<file path="config.mk">
export PLATFORM = sky130hd
export DESIGN_NAME = fov_top
export DESIGN_NICKNAME = d
export VERILOG_FILES = /design/src/fov_pkg.sv /design/src/fov_map_if.sv /design/src/fov_remap.sv /design/src/fov_top.sv
export SDC_FILE = /design/constraint.sdc
export NUM_CORES = 1
export LEC_CHECK = 0
export BUFFER_PORTS_ARGS = -buffer_cell sky130_fd_sc_hd__buf_2
export CORE_AREA = 3 3 77 97
export DETAILED_ROUTE_END_ITERATION = 7
export DIE_AREA = 0 0 80 100
export GPL_ROUTABILITY_DRIVEN = 0
export PLACE_DENSITY = 0.79
export SLEW_MARGIN = 20
export SYNTH_ARGS = -nofsm -noshare
export SYNTH_HDL_FRONTEND = slang
export SYNTH_HIERARCHICAL = 1
export SYNTH_SLANG_ARGS = --single-unit
</file>
<file path="constraint.sdc">
create_clock -name sys_clk -period 1.65 [get_ports sys_clk]
set_clock_uncertainty 0.05 [all_clocks]
set_input_delay 0.2475 -clock sys_clk [delete_from_list [all_inputs] [get_ports sys_clk]]
set_output_delay 0.2475 -clock sys_clk [all_outputs]
set_load 0.01 [all_outputs]
</file>
<file path="src/fov_pkg.sv">
`default_nettype none
package fov_pkg;
  // ----------------------------------------------------------------
  // Register map (byte addresses on the slave bus)
  // ----------------------------------------------------------------
  localparam logic [3:0] REG_WOC = 4'h0;    // wait_overlap_control
  localparam logic [3:0] REG_FPC = 4'h4;    // flash_program_control
  localparam logic [3:0] REG_STAT = 4'h8;   // Status, read only

  // ----------------------------------------------------------------
  // Field positions and values after reset
  // ----------------------------------------------------------------
  localparam int SEL_HI_BIT = 7;            // overlap_select_high
  localparam int SEL_LO_BIT = 6;            // overlap_select_low
  localparam logic [7:0] WOC_RESET = 8'h08; // Only bit 3 set
  localparam int FPC_PROG_BIT = 0;          // Program
  localparam int FPC_ERASE_BIT = 1;         // Erase
  localparam int FPC_PV_BIT = 2;            // Program verify
  localparam int FPC_EV_BIT = 3;            // Erase verify
  localparam logic [3:0] FPC_RESET = 4'h0;
  localparam logic [1:0] SEL_VECTOR = 2'h3; // Both select bits set

  // ----------------------------------------------------------------
  // Address map of the overlay
  // ----------------------------------------------------------------
  localparam logic [15:0] FLASH_LO = 16'h0000;
  localparam logic [15:0] FLASH_HI = 16'h7fff;
  localparam logic [15:0] RAM_LO = 16'hfb80;
  localparam logic [15:0] RAM_HI = 16'hff7f;
  localparam logic [15:0] OVL_OFFSET = 16'hfc00; // Flash to RAM shift
  localparam logic [15:0] WIN01_LO = 16'h0080;
  localparam logic [15:0] WIN01_HI = 16'h00ff;
  localparam logic [15:0] WIN10_LO = 16'h0080;
  localparam logic [15:0] WIN10_HI = 16'h017f;
  localparam logic [15:0] WIN11_LO = 16'h0000;
  localparam logic [15:0] WIN11_HI = 16'h007f;

  // ----------------------------------------------------------------
  // Types
  // ----------------------------------------------------------------
  // Declared in select-pair order, so the pair casts straight in
  typedef enum logic [1:0] {
    OVL_NONE,
    OVL_SMALL,
    OVL_WIDE,
    OVL_VECTOR
  } fov_ovl_e;

  typedef enum logic [0:0] {
    BUS_IDLE,
    BUS_ANSWER
  } fov_bus_e;
endpackage : fov_pkg
`default_nettype wire

</file>
<file path="src/fov_map_if.sv">
`timescale 1ns/100ps
`default_nettype none
// ------------------------------------------------------------------
// Address remap carrier between the top and the decoder
// ------------------------------------------------------------------
interface fov_map_if;
  logic [1:0] sel;         // Overlap select pair, high bit first
  logic [15:0] addr;       // Processor address
  logic ram_hit;           // Access lands in RAM
  logic flash_hit;         // Access lands in flash
  logic [15:0] phys;       // Address after remap
  modport dec (input sel, input addr, output ram_hit, output flash_hit,
    output phys);
  modport use_side (output sel, output addr, input ram_hit,
    input flash_hit, input phys);
endinterface : fov_map_if
`default_nettype wire

</file>
<file path="src/fov_remap.sv">
`timescale 1ns/100ps
`default_nettype none
// ------------------------------------------------------------------
// Overlay address decoder, purely combinational
// ------------------------------------------------------------------
module fov_remap (
  fov_map_if.dec m
);
  // Decoder result, one packed struct as elsewhere
  typedef struct packed {
    logic ram_hit;
    logic flash_hit;
    logic [15:0] phys;
  } fov_dec_s;

  fov_dec_s next_dec;  // Filled below
  logic in_win;        // Address inside the selected window

  // Window test per encoding; every window shifts by the same offset
  always_comb begin
    case (fov_pkg::fov_ovl_e'(m.sel))
      fov_pkg::OVL_SMALL: begin
        in_win = m.addr >= fov_pkg::WIN01_LO && m.addr <= fov_pkg::WIN01_HI;
      end
      fov_pkg::OVL_WIDE: begin
        in_win = m.addr >= fov_pkg::WIN10_LO && m.addr <= fov_pkg::WIN10_HI;
      end
      fov_pkg::OVL_VECTOR: begin
        in_win = m.addr <= fov_pkg::WIN11_HI;
      end
      default: begin
        in_win = 1'b0;
      end
    endcase
  end

  // Route the access
  always_comb begin
    next_dec = '0;
    if (in_win) begin
      next_dec.ram_hit = 1'b1;
      next_dec.phys = 16'(m.addr + fov_pkg::OVL_OFFSET);
    end else if (m.addr <= fov_pkg::FLASH_HI) begin
      next_dec.flash_hit = 1'b1;
      next_dec.phys = m.addr;
    end else if (m.addr >= fov_pkg::RAM_LO && m.addr <= fov_pkg::RAM_HI) begin
      next_dec.ram_hit = 1'b1;
      next_dec.phys = m.addr;
    end
  end

  assign m.ram_hit = next_dec.ram_hit;
  assign m.flash_hit = next_dec.flash_hit;
  assign m.phys = next_dec.phys;
endmodule : fov_remap
`default_nettype wire

</file>
<file path="src/fov_top.sv">
`timescale 1ns/100ps
`default_nettype none
module fov_top (
  input wire logic sys_clk,
  input wire logic arst_n,
  input wire logic [3:0] avs_address,
  input wire logic avs_read,
  input wire logic avs_write,
  input wire logic [31:0] avs_writedata,
  input wire logic [3:0] avs_byteenable,
  output logic [31:0] avs_readdata,
  output logic avs_waitrequest,
  input wire logic irq_req,
  input wire logic nmi_req,
  input wire logic int_mask,
  input wire logic program_voltage_pin,
  input wire logic hw_standby,
  input wire logic boot_exec,
  input wire logic mem_req,
  input wire logic [15:0] mem_addr,
  output logic mem_ram_hit,
  output logic mem_flash_hit,
  output logic [15:0] mem_phys,
  output logic mem_read_valid,
  output logic flash_prog_en,
  output logic flash_erase_en,
  output logic flash_verify_en,
  output logic flash_abort,
  output logic irq_gate
);
  // ----------------------------------------------------------------
  // Reset release
  // ----------------------------------------------------------------
  logic [1:0] rst_sync;  // Release shift, first stage read only here
  logic rst_n;           // Synchronised reset used by all below

  // Two stages so the release lands cleanly on the clock
  always_ff @(posedge sys_clk or negedge arst_n) begin
    if (!arst_n) begin
      rst_sync <= 2'h0;
    end else begin
      rst_sync <= {rst_sync[0], 1'b1};
    end
  end
  assign rst_n = rst_sync[1];

  // ----------------------------------------------------------------
  // State
  // ----------------------------------------------------------------
  typedef struct packed {
    logic [7:0] woc;          // wait_overlap_control
    logic [3:0] fpc;          // flash_program_control
    logic int_prot;           // Interrupt protection latched
    logic strap_done;         // Boot strap already sampled
    fov_pkg::fov_bus_e bus;   // Slave handshake phase
    logic wait_n;             // Inverse of waitrequest
    logic [31:0] rdata;       // Read data held for the master
    logic ram_hit;
    logic flash_hit;
    logic [15:0] phys;
    logic read_valid;
    logic prog_en;
    logic erase_en;
    logic verify_en;
    logic abort;
    logic irq_gate;
  } fov_state_s;

  fov_state_s st;        // Registered state
  fov_state_s next_st;   // Next state
  fov_map_if map ();     // Decoder carrier
  logic pe;              // Program or erase requested
  logic emul_prot;       // Exactly one select bit set
  logic take_irq;        // Interrupt accepted this cycle
  logic [31:0] rd_mux;   // Register read value

  fov_remap u_remap (
    .m(map)
  );
  assign map.sel = st.woc[fov_pkg::SEL_HI_BIT:fov_pkg::SEL_LO_BIT];
  assign map.addr = mem_addr;

  // ----------------------------------------------------------------
  // Combinational terms
  // ----------------------------------------------------------------
  assign pe = st.fpc[fov_pkg::FPC_PROG_BIT] | st.fpc[fov_pkg::FPC_ERASE_BIT];
  assign emul_prot = st.woc[fov_pkg::SEL_HI_BIT]
    ^ st.woc[fov_pkg::SEL_LO_BIT];
  assign take_irq = nmi_req | (irq_req & ~int_mask & ~boot_exec);

  // Register read mux; unmapped addresses read zero
  always_comb begin
    rd_mux = 32'h0;
    case (avs_address)
      fov_pkg::REG_WOC: begin
        rd_mux = {24'h0, st.woc};
      end
      fov_pkg::REG_FPC: begin
        rd_mux = {28'h0, st.fpc};
      end
      fov_pkg::REG_STAT: begin
        rd_mux = {27'h0, boot_exec, program_voltage_pin, emul_prot,
          st.abort, st.int_prot};
      end
      default: begin
        rd_mux = 32'h0;
      end
    endcase
  end

  // ----------------------------------------------------------------
  // Next state
  // ----------------------------------------------------------------
  always_comb begin
    next_st = st;
    next_st.abort = 1'b0;
    // Bus slave: one cycle to answer, write lands at completion
    case (st.bus)
      fov_pkg::BUS_IDLE: begin
        if (avs_read || avs_write) begin
          next_st.wait_n = 1'b1;
          next_st.rdata = rd_mux;
          next_st.bus = fov_pkg::BUS_ANSWER;
        end
      end
      fov_pkg::BUS_ANSWER: begin
        if (avs_write && avs_byteenable[0]) begin
          if (avs_address == fov_pkg::REG_WOC) begin
            next_st.woc = avs_writedata[7:0];
          end else if (avs_address == fov_pkg::REG_FPC) begin
            next_st.fpc = avs_writedata[3:0];
          end
        end
        next_st.wait_n = 1'b0;
        next_st.bus = fov_pkg::BUS_IDLE;
      end
      default: begin
        next_st.wait_n = 1'b0;
        next_st.bus = fov_pkg::BUS_IDLE;
      end
    endcase
    // boot strap sets vector overlay once after release
    if (!st.strap_done) begin
      next_st.strap_done = 1'b1;
      if (boot_exec) begin
        next_st.woc[fov_pkg::SEL_HI_BIT] = 1'b1;
        next_st.woc[fov_pkg::SEL_LO_BIT] = 1'b1;
      end
    end
    // abort on interrupt; settings themselves are kept
    // settings kept, protection sticky until reset
    if (pe && take_irq) begin
      next_st.int_prot = 1'b1;
      next_st.abort = 1'b1;
    end
    // Missing programming voltage clears the flash controls
    if (!program_voltage_pin) begin
      next_st.fpc = fov_pkg::FPC_RESET;
    end
    if (hw_standby) begin
      next_st.woc = fov_pkg::WOC_RESET;
      next_st.fpc = fov_pkg::FPC_RESET;
    end
    // enables; an accepted interrupt stops them at once
    next_st.prog_en = st.fpc[fov_pkg::FPC_PROG_BIT] & program_voltage_pin
      & ~st.int_prot & ~emul_prot & ~take_irq & ~hw_standby;
    next_st.erase_en = st.fpc[fov_pkg::FPC_ERASE_BIT] & program_voltage_pin
      & ~st.int_prot & ~emul_prot & ~take_irq & ~hw_standby;
    // Verify survives interrupt and emulation protect
    next_st.verify_en = (st.fpc[fov_pkg::FPC_PV_BIT]
      | st.fpc[fov_pkg::FPC_EV_BIT]) & program_voltage_pin & ~hw_standby;
    next_st.irq_gate = ~boot_exec & ~int_mask;
    // vector fetches follow the decoder; both aliases same cells
    next_st.ram_hit = mem_req & map.ram_hit;
    next_st.flash_hit = mem_req & map.flash_hit;
    next_st.phys = mem_req ? map.phys : 16'h0;
    // flash data unusable while program or erase is set
    next_st.read_valid = mem_req & (map.ram_hit | (map.flash_hit & ~pe));
  end

  // One register for the whole state; protection clears only here
  always_ff @(posedge sys_clk or negedge rst_n) begin
    if (!rst_n) begin
      st <= '0;
      st.woc <= fov_pkg::WOC_RESET;
      st.fpc <= fov_pkg::FPC_RESET;
      st.bus <= fov_pkg::BUS_IDLE;
    end else begin
      st <= next_st;
    end
  end

  // ----------------------------------------------------------------
  // Outputs, all from the state register
  // ----------------------------------------------------------------
  assign avs_readdata = st.rdata;
  assign avs_waitrequest = ~st.wait_n;
  assign mem_ram_hit = st.ram_hit;
  assign mem_flash_hit = st.flash_hit;
  assign mem_phys = st.phys;
  assign mem_read_valid = st.read_valid;
  assign flash_prog_en = st.prog_en;
  assign flash_erase_en = st.erase_en;
  assign flash_verify_en = st.verify_en;
  assign flash_abort = st.abort;
  assign irq_gate = st.irq_gate;
endmodule : fov_top
`default_nettype wire

</file>
==> results of run 1 <==
==> sequential cells by signal, indices dropped and copies added (netlist names) <==
name / cells
mem_phys: 16
st: 14
avs_readdata: 8
map.sel: 2
rst_sync: 2
flash_abort: 1
flash_erase_en: 1
flash_prog_en: 1
flash_verify_en: 1
irq_gate: 1
mem_flash_hit: 1
mem_ram_hit: 1
mem_read_valid: 1
==> per-layer routing <==
| metal | vias to the layer above | GRT usage | wire [µm] |
|---|---|---|---|
| met5 | - | 0 | 0 |
| met4 | 0 | 0.05462 | 116 |
| met3 | 7 | 0.02962 | 336 |
| met2 | 72 | 0.2959 | 3442 |
| met1 | 1055 | 0.1948 | 2474 |
| li1 | 1059 | - | - |
==> cell usage after synthesis (3+ instances only) <==
library cell / n
ha_1: 7
or4_1: 3
a21boi_0: 4
buf_4: 49
clkbuf_1: 4
nand4_1: 3
nand3_1: 14
a21oi_1: 7
o21ai_0: 12
mux2_2: 4
mux2i_1: 3
a22oi_1: 5
inv_1: 7
nand2_1: 10
a22o_1: 4
and2_1: 30
dfrtp_1: 49
a31oi_1: 3
o21ai_1: 8
nor2_1: 7
==> through the flow <==
stage,total power (W),TNS [ps]
after floorplan,0.001576,-3865
after global placement,0.001712,-8896
after detailed placement,0.001722,-9850
after CTS,0.002469,-2305
after global routing,0.002599,-3368
final,0.002458,-2558
==> worst reg2reg max path: cells and delay by family (launching register included) <==
family,cells,cell delay [ps]
simple gates,3,770
flops,1,390
compound gates,2,260
fa+ha+maj,1,180
buf+inv,1,60
==> cell type report <==
class                           count  share of cell area
Tap cell                           87             0.03125
Clock inverter                      2            0.003592
Clock buffer                        6             0.02371
Sequential cell                    50              0.3599
Timing Repair Buffer              113              0.2080
Multi-Input combinational cell    185              0.3603
Inverter                            7             0.01329
==> report_power, final <==
| group | internal (W) | switching (W) | leakage (nW) |
|---|---|---|---|
| Combinational | 0.000193 | 0.000236 | 1.02 |
| Clock | 0.000337 | 0.000401 | 0.0472 |
| Sequential | 0.00127 | 0.0000257 | 0.666 |
==> timing repair <==
| item | 4_1_cts | 5_1_grt |
|---|---|---|
| hold buffers | 1 | 0 |
| endpoints found under the hold margin | 2 | 0 |
| endpoints found under the setup margin | 19 | 19 |
| cloned | 0 | 1 |
| setup buffers | 2 | 2 |
| resized for setup | 6 | 6 |
| pin swaps | 3 | 1 |
==> cell families (layout without fill, tap and decap cells) <==
group,count (synthesis),after routing,synth area share
AND/OR/NAND/NOR,89,89,0.2013
multiplexers,7,7,0.02691
flip-flops,50,50,0.4489
other,2,26,0.002692
adder cells (fa/ha/maj),7,7,0.03139
buffers and inverters,63,128,0.1543
XOR/XNOR,1,1,0.003140
AO/OA/AOI/OAI,55,55,0.1314
==> path summary, 6_finish.rpt <==
| path | from | end | slack (ps) | depth (start not counted) |
|---|---|---|---|---|
| worst max-delay path | mem_addr[11] | mem_read_valid | -340 | 11 |
| worst min-delay path | int_mask | irq_gate | 80 | 2 |
| worst max register to register | map.sel[1] | mem_read_valid | -160 | 7 |
| worst min register to register | rst_sync[1] | map.sel[0] | 170 | 0 |
| max in group asynchronous | rst_sync[1] | mem_phys[7] | 870 | 1 |
| min in group asynchronous | rst_sync[1] | map.sel[0] | 170 | 0 |
==> results.py, run 1 <==
metrics = {
    "routing": {
        "final_antenna_net_count": 0,
        "dr.pass1.iters": 4,
        "routed_wl_um": 6370,
        "num_vias": 2193,
        "avgViaCountPerCell": 4.873,
        "wl_per_cell_um": 14.16,
        "route.detailed.drc": 0,
        "drtIter0Drc": 108,
    },
    "timing": {
        "rsz0062_at_grt": "true",
        "max_slew_margin": 0.6572,
        "finalMaxSlewViolations": 0,
        "holdWs_ps": 81.71,
        "fin_crit_sh": 1.205,
        "period_minus_slack_ps": 1989,
        "hold_violations": 0,
        "fmax_ghz": 0.5029,
        "worstMarginPinSlew_ps": 510.2,
        "setup_viol": 9,
        "setup_ws_ps": -338.6,
    },
    "clock_network": {
        "cts_tree": "built",
        "cts-root-buf": "clkbuf_8",
        "cts_buffer_depth": 2,
        "cts-buffers-inserted": 5,
        "cts.sink_count": 50,
        "clkTransAtPathRegs_ps": 90,
        "htree_levels": 2,
        "worst_skew_pair.late_latency_ps": 300,
    },
    "placement": {
        "hpwl_um": 4902,
        "placed_area_um2": 3291,
        "dpl.cell_count": 436,
        "portBuffers": 72,
        "dp_slack_ps": -711.0,
    },
    "floorplanning": {
        "fp.dieH_um": 100,
        "placementRows": 33,
        "ioPinCount": 124,
        "dieArea_um2": 8000,
        "core_area_um2": 6606,
        "initial_utilization": 0.4223,
        "die_w_um": 80,
    },
    "finish": {
        "layout_common_cells": "buf_2, dfrtp_1, buf_4, and2_1, conb_1",
        "fin_nets": 436,
        "fillCellCount": 592,
        "final_area_um2": 3483,
        "area_growth_pct": 24.84,
        "drive_above_1_share": 0.3884,
        "antenna_cells": 0,
        "multi_input_area_um2": 1255,
        "postLayoutCoreUtil": 0.5273,
        "fin_cells": 450,
        "register_area_um2": 1254,
        "final_common_cell": "buf_2",
    },
    "worst_hold_path": {
        "hold_class": "in2reg",
    },
    "synth": {
        "synth.top_cells.by_area": "dfrtp_1, buf_4, and2_1",
        "synth_top_flop_cell": "dfrtp_1",
        "synth_async_sr_flop_share": 1.000,
        "synth-seq-area-share": 0.4489,
        "netlist_area_um2": 2790,
        "synth_area_per_cell_um2": 10.18,
        "yosysTopAreaCell": "dfrtp_1",
        "synth_top_area_frac": 0.4395,
        "ys_types": 52,
        "syn_inst": 274,
        "synth-edff-count": 0,
        "yosys_warnings": 6,
        "ys_seq_elements": 50,
    },
    "setup_path": {
        "cp_max_fo": 3,
        "worst-setup-path-type": "in2reg",
        "crit_path_start_kind": "input port",
        "critPathRequiredTime_ps": 1790,
        "crit_chain": "buf_12, inv_12, ha_4, nor4b_4, nand2_1, o31a_1, or4b_4, o21ai_4, nor2_1, and2_1, a21o_1",
        "arrival_ps": 2130,
        "max_stage_delay_ps": 530,
        "cp-end-kind": "register",
        "slowest_stage": "or4b_4",
        "cp_num_buf_inv": 2,
        "cp_top_family": "simple AND/OR/NAND/NOR gates",
    },
    "power": {
        "vdd.ir_drop.worst_mv": 0.3281,
        "powerDensity_nw_per_um2": 705.7,
        "p_leak_nw": 1.730,
    },
    "global_route": {
        "grt_antenna_before_repair": 0,
        "grt_overflow": 0,
        "grt_pass1_vias": 2194,
        "grt_max_degree": 31,
        "track_usage": 0.1643,
        "grt_pass1_wl_um": 10360,
    },
    "run_status": {
        "violations": "negative setup slack",
        "status": "complete, but fails checks",
    },
    "run": {
        "drv_cap": 0,
    },
}
(Power assumes the default switching activity.)
==> run 2: changes to the inputs <==
ABC_AREA = 1   (was unset)
CORE_AREA = 3 3 80 101   (was 3 3 77 97)
DIE_AREA = 0 0 83 104   (was 0 0 80 100)
PLACE_DENSITY = 0.8   (was 0.79)
==> run 2 against run 1 <==
The flow now finishes without violations. Final cell count up 20%. Clock power up 41%. First-iteration DRC count down 44%. Via count up 14%. Critical path depth unchanged. Non-clock buffer count down 30. Area after synthesis up 13%. Sequential share of layout area down 0.85 points. Global-route usage down 1.0 points. Register-to-register slack better by 300 ps. Total power up 13%. Largest power group unchanged. Highest routed layer unchanged.
==> results.py, run 2 <==
metrics = {
    "timing": {
        "finalMaxSlewViolations": 0,
        "rsz0062_at_grt": "false",
        "period_minus_slack_ps": 1515,
        "setup_viol": 0,
        "setup_ws_ps": 135.0,
        "hold_violations": 0,
        "fmax_ghz": 0.6601,
        "fin_crit_sh": 0.9182,
        "finalSetupTns_ps": 0,
    },
    "floorplanning": {
        "dieArea_um2": 8632,
        "initial_utilization": 0.4327,
        "die_w_um": 83,
        "core_area_um2": 7269,
        "ioPinCount": 124,
        "placementRows": 35,
        "fp.dieH_um": 104,
    },
    "synth": {
        "synth_common_cells": "nand2_1, buf_4, dfrtp_1, inv_1, nand3_1",
        "ys_seq_elements": 50,
        "yosys_warnings": 6,
        "synth.top_cells.by_area": "dfrtp_1, buf_4, nand2_1",
        "netlist_area_um2": 3146,
        "synth-edff-count": 0,
        "ys_types": 31,
        "yosysTopAreaCell": "dfrtp_1",
        "synth_top_area_frac": 0.3898,
        "synth_top_flop_cell": "dfrtp_1",
        "synth_async_sr_flop_share": 1.000,
        "syn_inst": 388,
        "synth_area_per_cell_um2": 8.107,
        "synth-seq-area-share": 0.3982,
        "synth_most_common_cell": "nand2_1",
    },
    "power": {
        "p_total_w": 0.002771,
        "seq_power_share": 0.465,
        "p_switching_w": 0.0007080,
        "vdd.ir_drop.worst_mv": 0.4946,
        "clkPwrFrac": 0.376,
        "p_comb_frac": 0.159,
        "intPower_w": 0.002063,
        "switching_share": 0.2555,
        "p_leak_nw": 2.090,
        "powerDensity_nw_per_um2": 776.8,
    },
    "setup_path": {
        "arrival_ps": 1660,
        "crit_path_start_kind": "register",
        "cp-end-kind": "register",
        "rr_startpoint": "map.sel[1]",
        "worst-setup-path-type": "reg2reg",
        "critPathRequiredTime_ps": 1790,
        "cp-startpoint": "map.sel[1]",
        "cp_max_fo": 7,
    },
    "global_route": {
        "grt_max_degree": 39,
        "grt_pass1_wl_um": 10970,
        "track_usage": 0.1543,
        "grt_pass1_vias": 2462,
        "grt_antenna_before_repair": 0,
        "grt_overflow": 0,
    },
    "routing": {
        "num_vias": 2510,
        "final_antenna_net_count": 0,
        "drtIter0Drc": 60,
        "route.detailed.drc": 0,
        "dr.pass1.iters": 4,
        "routed_wl_um": 6370,
        "avgViaCountPerCell": 4.631,
        "wl_per_cell_um": 11.75,
    },
    "finish": {
        "layout_common_cells": "nand2_1, buf_2, inv_1, dfrtp_1, nand3_1",
        "register_area_um2": 1254,
        "fin_nets": 523,
        "area_growth_pct": 13.40,
        "drive_above_1_share": 0.3044,
        "fin_cells": 542,
        "antenna_cells": 0,
        "final_common_cell": "nand2_1",
        "largest_reg_flops": 16,
        "fillCellCount": 742,
        "multi_input_area_um2": 1388,
        "postLayoutCoreUtil": 0.4907,
    },
    "clock_network": {
        "cts_tree": "built",
        "cts_buffer_depth": 2,
        "htree_levels": 2,
        "clkTransAtPathRegs_ps": 90,
        "cts-root-buf": "clkbuf_8",
        "worst_skew_pair.late_latency_ps": 300,
        "cts-buffers-inserted": 5,
        "cts.sink_count": 50,
    },
    "worst_hold_path": {
        "min_from": "int_mask",
        "hold_class": "in2reg",
    },
    "run": {
        "drv_cap": 0,
    },
    "placement": {
        "portBuffers": 72,
        "dpl.cell_count": 533,
        "dp_slack_ps": -181.2,
        "hpwl_um": 5168,
    },
    "run_status": {
        "status": "completed",
    },
}
-- run 2: path summary, 6_finish.rpt --
check | depth (start not counted) | to | slack [ps]
max | 11 | mem_read_valid | 140
min | 2 | irq_gate | 50
max reg2reg | 11 | mem_read_valid | 140
min reg2reg | 0 | irq_gate | 90
max in group asynchronous | 1 | st[67] | 920
min in group asynchronous | 0 | irq_gate | 90
-- run 2: stage by stage --
stage / area (µm²) / hold slack (ps)
final: 3567 / 45.26
after floorplan: 3236 / -98.09
after CTS: 3561 / 35.88
after global routing: 3567 / 39.86
after detailed placement: 3408 / -16.10
after global placement: 3408 / -17.81
-- run 2: worst max-delay path: stages, from the launching register on --
cell	delay [ps]
dfrtp_1	390
inv_1	60
ha_1	260
inv_1	40
a21oi_2	120
nand3_2	90
nand2_4	130
a21oi_2	60
nand2_1	70
inv_1	50
nand2_1	50
nand2_1	40
-- run 2: what timing repair did --
action,in CTS,in global routing
gates resized for setup,0,2
hold buffers,1,0
buffers inserted,0,0
endpoints found under the setup margin,0,1
hold endpoints to repair,2,0
-- run 2: cell type report --
type / instances / share of cell area
Multi-Input combinational cell: 255 / 0.3890
Sequential cell: 50 / 0.3515
Timing Repair Buffer: 83 / 0.1284
Inverter: 54 / 0.05893
Tap cell: 92 / 0.03227
Clock buffer: 6 / 0.02315
Clock inverter: 2 / 0.01684
-- run 2: metal layers --
layer	track usage	vias up	share of wire
met5	0	-	0
met2	0.2838	94	0.53
met4	0.05958	0	0.021
met3	0.03487	12	0.069
li1	-	1247	-
met1	0.1701	1157	0.38
-- run 2: power by group through the flow --
stage                     clock network, W  registers, W  logic [W]
after floorplan                          0       0.00132   0.000322
final                              0.00104       0.00129   0.000442
after global routing               0.00114       0.00129   0.000496
after global placement                   0       0.00131   0.000428
after CTS                          0.00108       0.00129   0.000444
after detailed placement                 0       0.00131   0.000440
-- run 2: cell families (layout without fill, tap and decap cells) --
| logic type | after synthesis | after routing | synth area share |
|---|---|---|---|
| compound gates | 14 | 14 | 0.02347 |
| xor+xnor | 3 | 3 | 0.008355 |
| fa+ha+maj | 7 | 7 | 0.02784 |
| buf+inv | 107 | 145 | 0.1913 |
| flops | 50 | 50 | 0.3982 |
| other cells | 2 | 26 | 0.002388 |
| simple gates | 205 | 205 | 0.3484 |
==> run 3: changes to the inputs <==
MAX_ROUTING_LAYER = met4   (was unset)
==> run 3 against run 2 <==
Sequential share of layout area stayed put. Register-to-register slack hardly changed. Highest routed layer unchanged. Utilization stayed put. Routed wire length is 0.30% higher. Total power hardly changed. Count of clock-buffer cells in the layout stayed put. Combinational power hardly changed.
==> results.py, run 3 (same netlist as run 2, synthesis figures left out) <==
metrics = {
    "run_status": {
        "status": "completed",
    },
    "setup_path": {
        "reg2reg_depth": 11,
        "slowest_stage": "dfrtp_1",
        "crit_path_start_kind": "register",
        "cp-end-kind": "register",
        "arrival_ps": 1660,
        "max_stage_delay_ps": 390,
        "crit_chain": "inv_1, ha_1, inv_1, a21oi_2, nand3_2, nand2_4, a21oi_2, nand2_1, inv_1, nand2_1, nand2_1",
        "cp_max_fo": 7,
        "critPathRequiredTime_ps": 1790,
        "worst-setup-path-type": "reg2reg",
    },
    "finish": {
        "fin_nets": 523,
        "antenna_cells": 0,
        "register_area_um2": 1254,
        "layout_common_cells": "nand2_1, buf_2, inv_1, dfrtp_1, nand3_1",
        "final_common_cell": "nand2_1",
        "largest_reg_flops": 16,
        "area_growth_pct": 13.40,
        "drive_above_1_share": 0.3044,
        "fillCellCount": 742,
        "multi_input_area_um2": 1388,
    },
    "timing": {
        "rsz0062_at_grt": "false",
        "fin_crit_sh": 0.9196,
        "fmax_ghz": 0.6591,
        "setup_viol": 0,
        "hold_violations": 0,
        "finalSetupTns_ps": 0,
        "finalMaxSlewViolations": 0,
        "setup_ws_ps": 132.7,
        "period_minus_slack_ps": 1517,
    },
    "power": {
        "clkPwrFrac": 0.376,
        "p_leak_nw": 2.090,
        "seq_power_share": 0.464,
        "intPower_w": 0.002063,
        "switching_share": 0.2561,
        "vdd.ir_drop.worst_mv": 0.4967,
        "powerDensity_nw_per_um2": 777.5,
        "p_switching_w": 0.0007102,
        "p_comb_frac": 0.159,
    },
    "routing": {
        "avgViaCountPerCell": 4.666,
        "routed_wl_um": 6389,
        "wl_per_cell_um": 11.79,
        "drtIter0Drc": 51,
        "num_vias": 2529,
        "final_antenna_net_count": 0,
        "dr.pass1.iters": 4,
        "route.detailed.drc": 0,
    },
    "global_route": {
        "grt_pass1_vias": 2464,
        "grt_overflow": 0,
        "track_usage": 0.1588,
        "grt_max_degree": 39,
        "grt_pass1_wl_um": 10980,
        "grt_antenna_before_repair": 0,
    },
    "clock_network": {
        "cts.sink_count": 50,
        "clkTransAtPathRegs_ps": 90,
        "cts-buffers-inserted": 5,
        "htree_levels": 2,
        "cts-root-buf": "clkbuf_8",
        "worst_skew_pair.late_latency_ps": 300,
        "cts_tree": "built",
        "cts_buffer_depth": 2,
    },
    "worst_hold_path": {
        "hold_class": "in2reg",
        "min_delay_path_depth": 2,
    },
    "placement": {
        "dp_slack_ps": -181.2,
        "portBuffers": 72,
        "hpwl_um": 5168,
    },
    "floorplanning": {
        "ioPinCount": 124,
        "die_w_um": 83,
        "core_area_um2": 7269,
        "dieArea_um2": 8632,
        "initial_utilization": 0.4327,
        "fp.dieH_um": 104,
        "placementRows": 35,
    },
    "run": {
        "drv_cap": 0,
    },
}
==> run 3: cell counts in the layout (fill, tap and decap cells not counted) <==
Identical to the previous run, type by type.
==> run 3: path summary, 6_finish.rpt <==
check	startpoint	end	slack, ps
max	map.sel[1]	mem_read_valid	130
min	int_mask	irq_gate	50
max reg2reg	map.sel[1]	mem_read_valid	130
min reg2reg	rst_sync[1]	irq_gate	90
max in group asynchronous	rst_sync[1]	st[67]	920
min in group asynchronous	rst_sync[1]	irq_gate	90
==> run 3: stage by stage <==
step                      total power [W]  hold WS (ps)  cells    util  area [µm²]
after global placement           0.001739        -17.81    533  0.4688        3408
after global routing             0.002931         37.86    542  0.4907        3567
final                            0.002773         47.34    542  0.4907        3567
after floorplan                  0.001646        -98.09    412       -        3236
after detailed placement         0.001752        -16.10    533  0.4688        3408
after CTS                        0.002808         35.88    542  0.4898        3561
==> run 3: power groups by stage <==
stage	sequential [W]	clock, W	combinational (W)
finish	0.00129	0.00104	0.000442
global route	0.00129	0.00114	0.000496
CTS	0.00129	0.00108	0.000444
detailed placement	0.00131	0	0.000440
global placement	0.00131	0	0.000428
floorplan	0.00132	0	0.000322
==> run 3: routing by layer <==
layer	vias to the layer above	GRT usage	routed length, µm
met1	1181	0.1706	2441
met2	93	0.2838	3400
met5	-	-	0
met4	0	0.05958	134
li1	1243	-	-
met3	12	0.03487	412
==> run 3: layout make-up <==
cell class              count  area share
inverters                  54     0.05893
multi-input cells         255      0.3890
clock inverters             2     0.01684
clock buffers               6     0.02315
well taps                  92     0.03227
repair buffers             83      0.1284
flip-flops and latches     50      0.3515
==> run 3: repair_timing <==
action | 4_1_cts | 5_1_grt
resized for setup | 0 | 2
hold buffers | 1 | 0
endpoints found under the hold margin | 2 | 0
setup endpoints to repair | 0 | 1
setup buffers | 0 | 0
==> run 3: worst max-delay path, delay by kind of cell, from the launching register on <==
family	cells	cell delay, ps
flops	1	390
simple gates	5	380
fa+ha+maj	1	260
compound gates	2	180
buf+inv	3	150
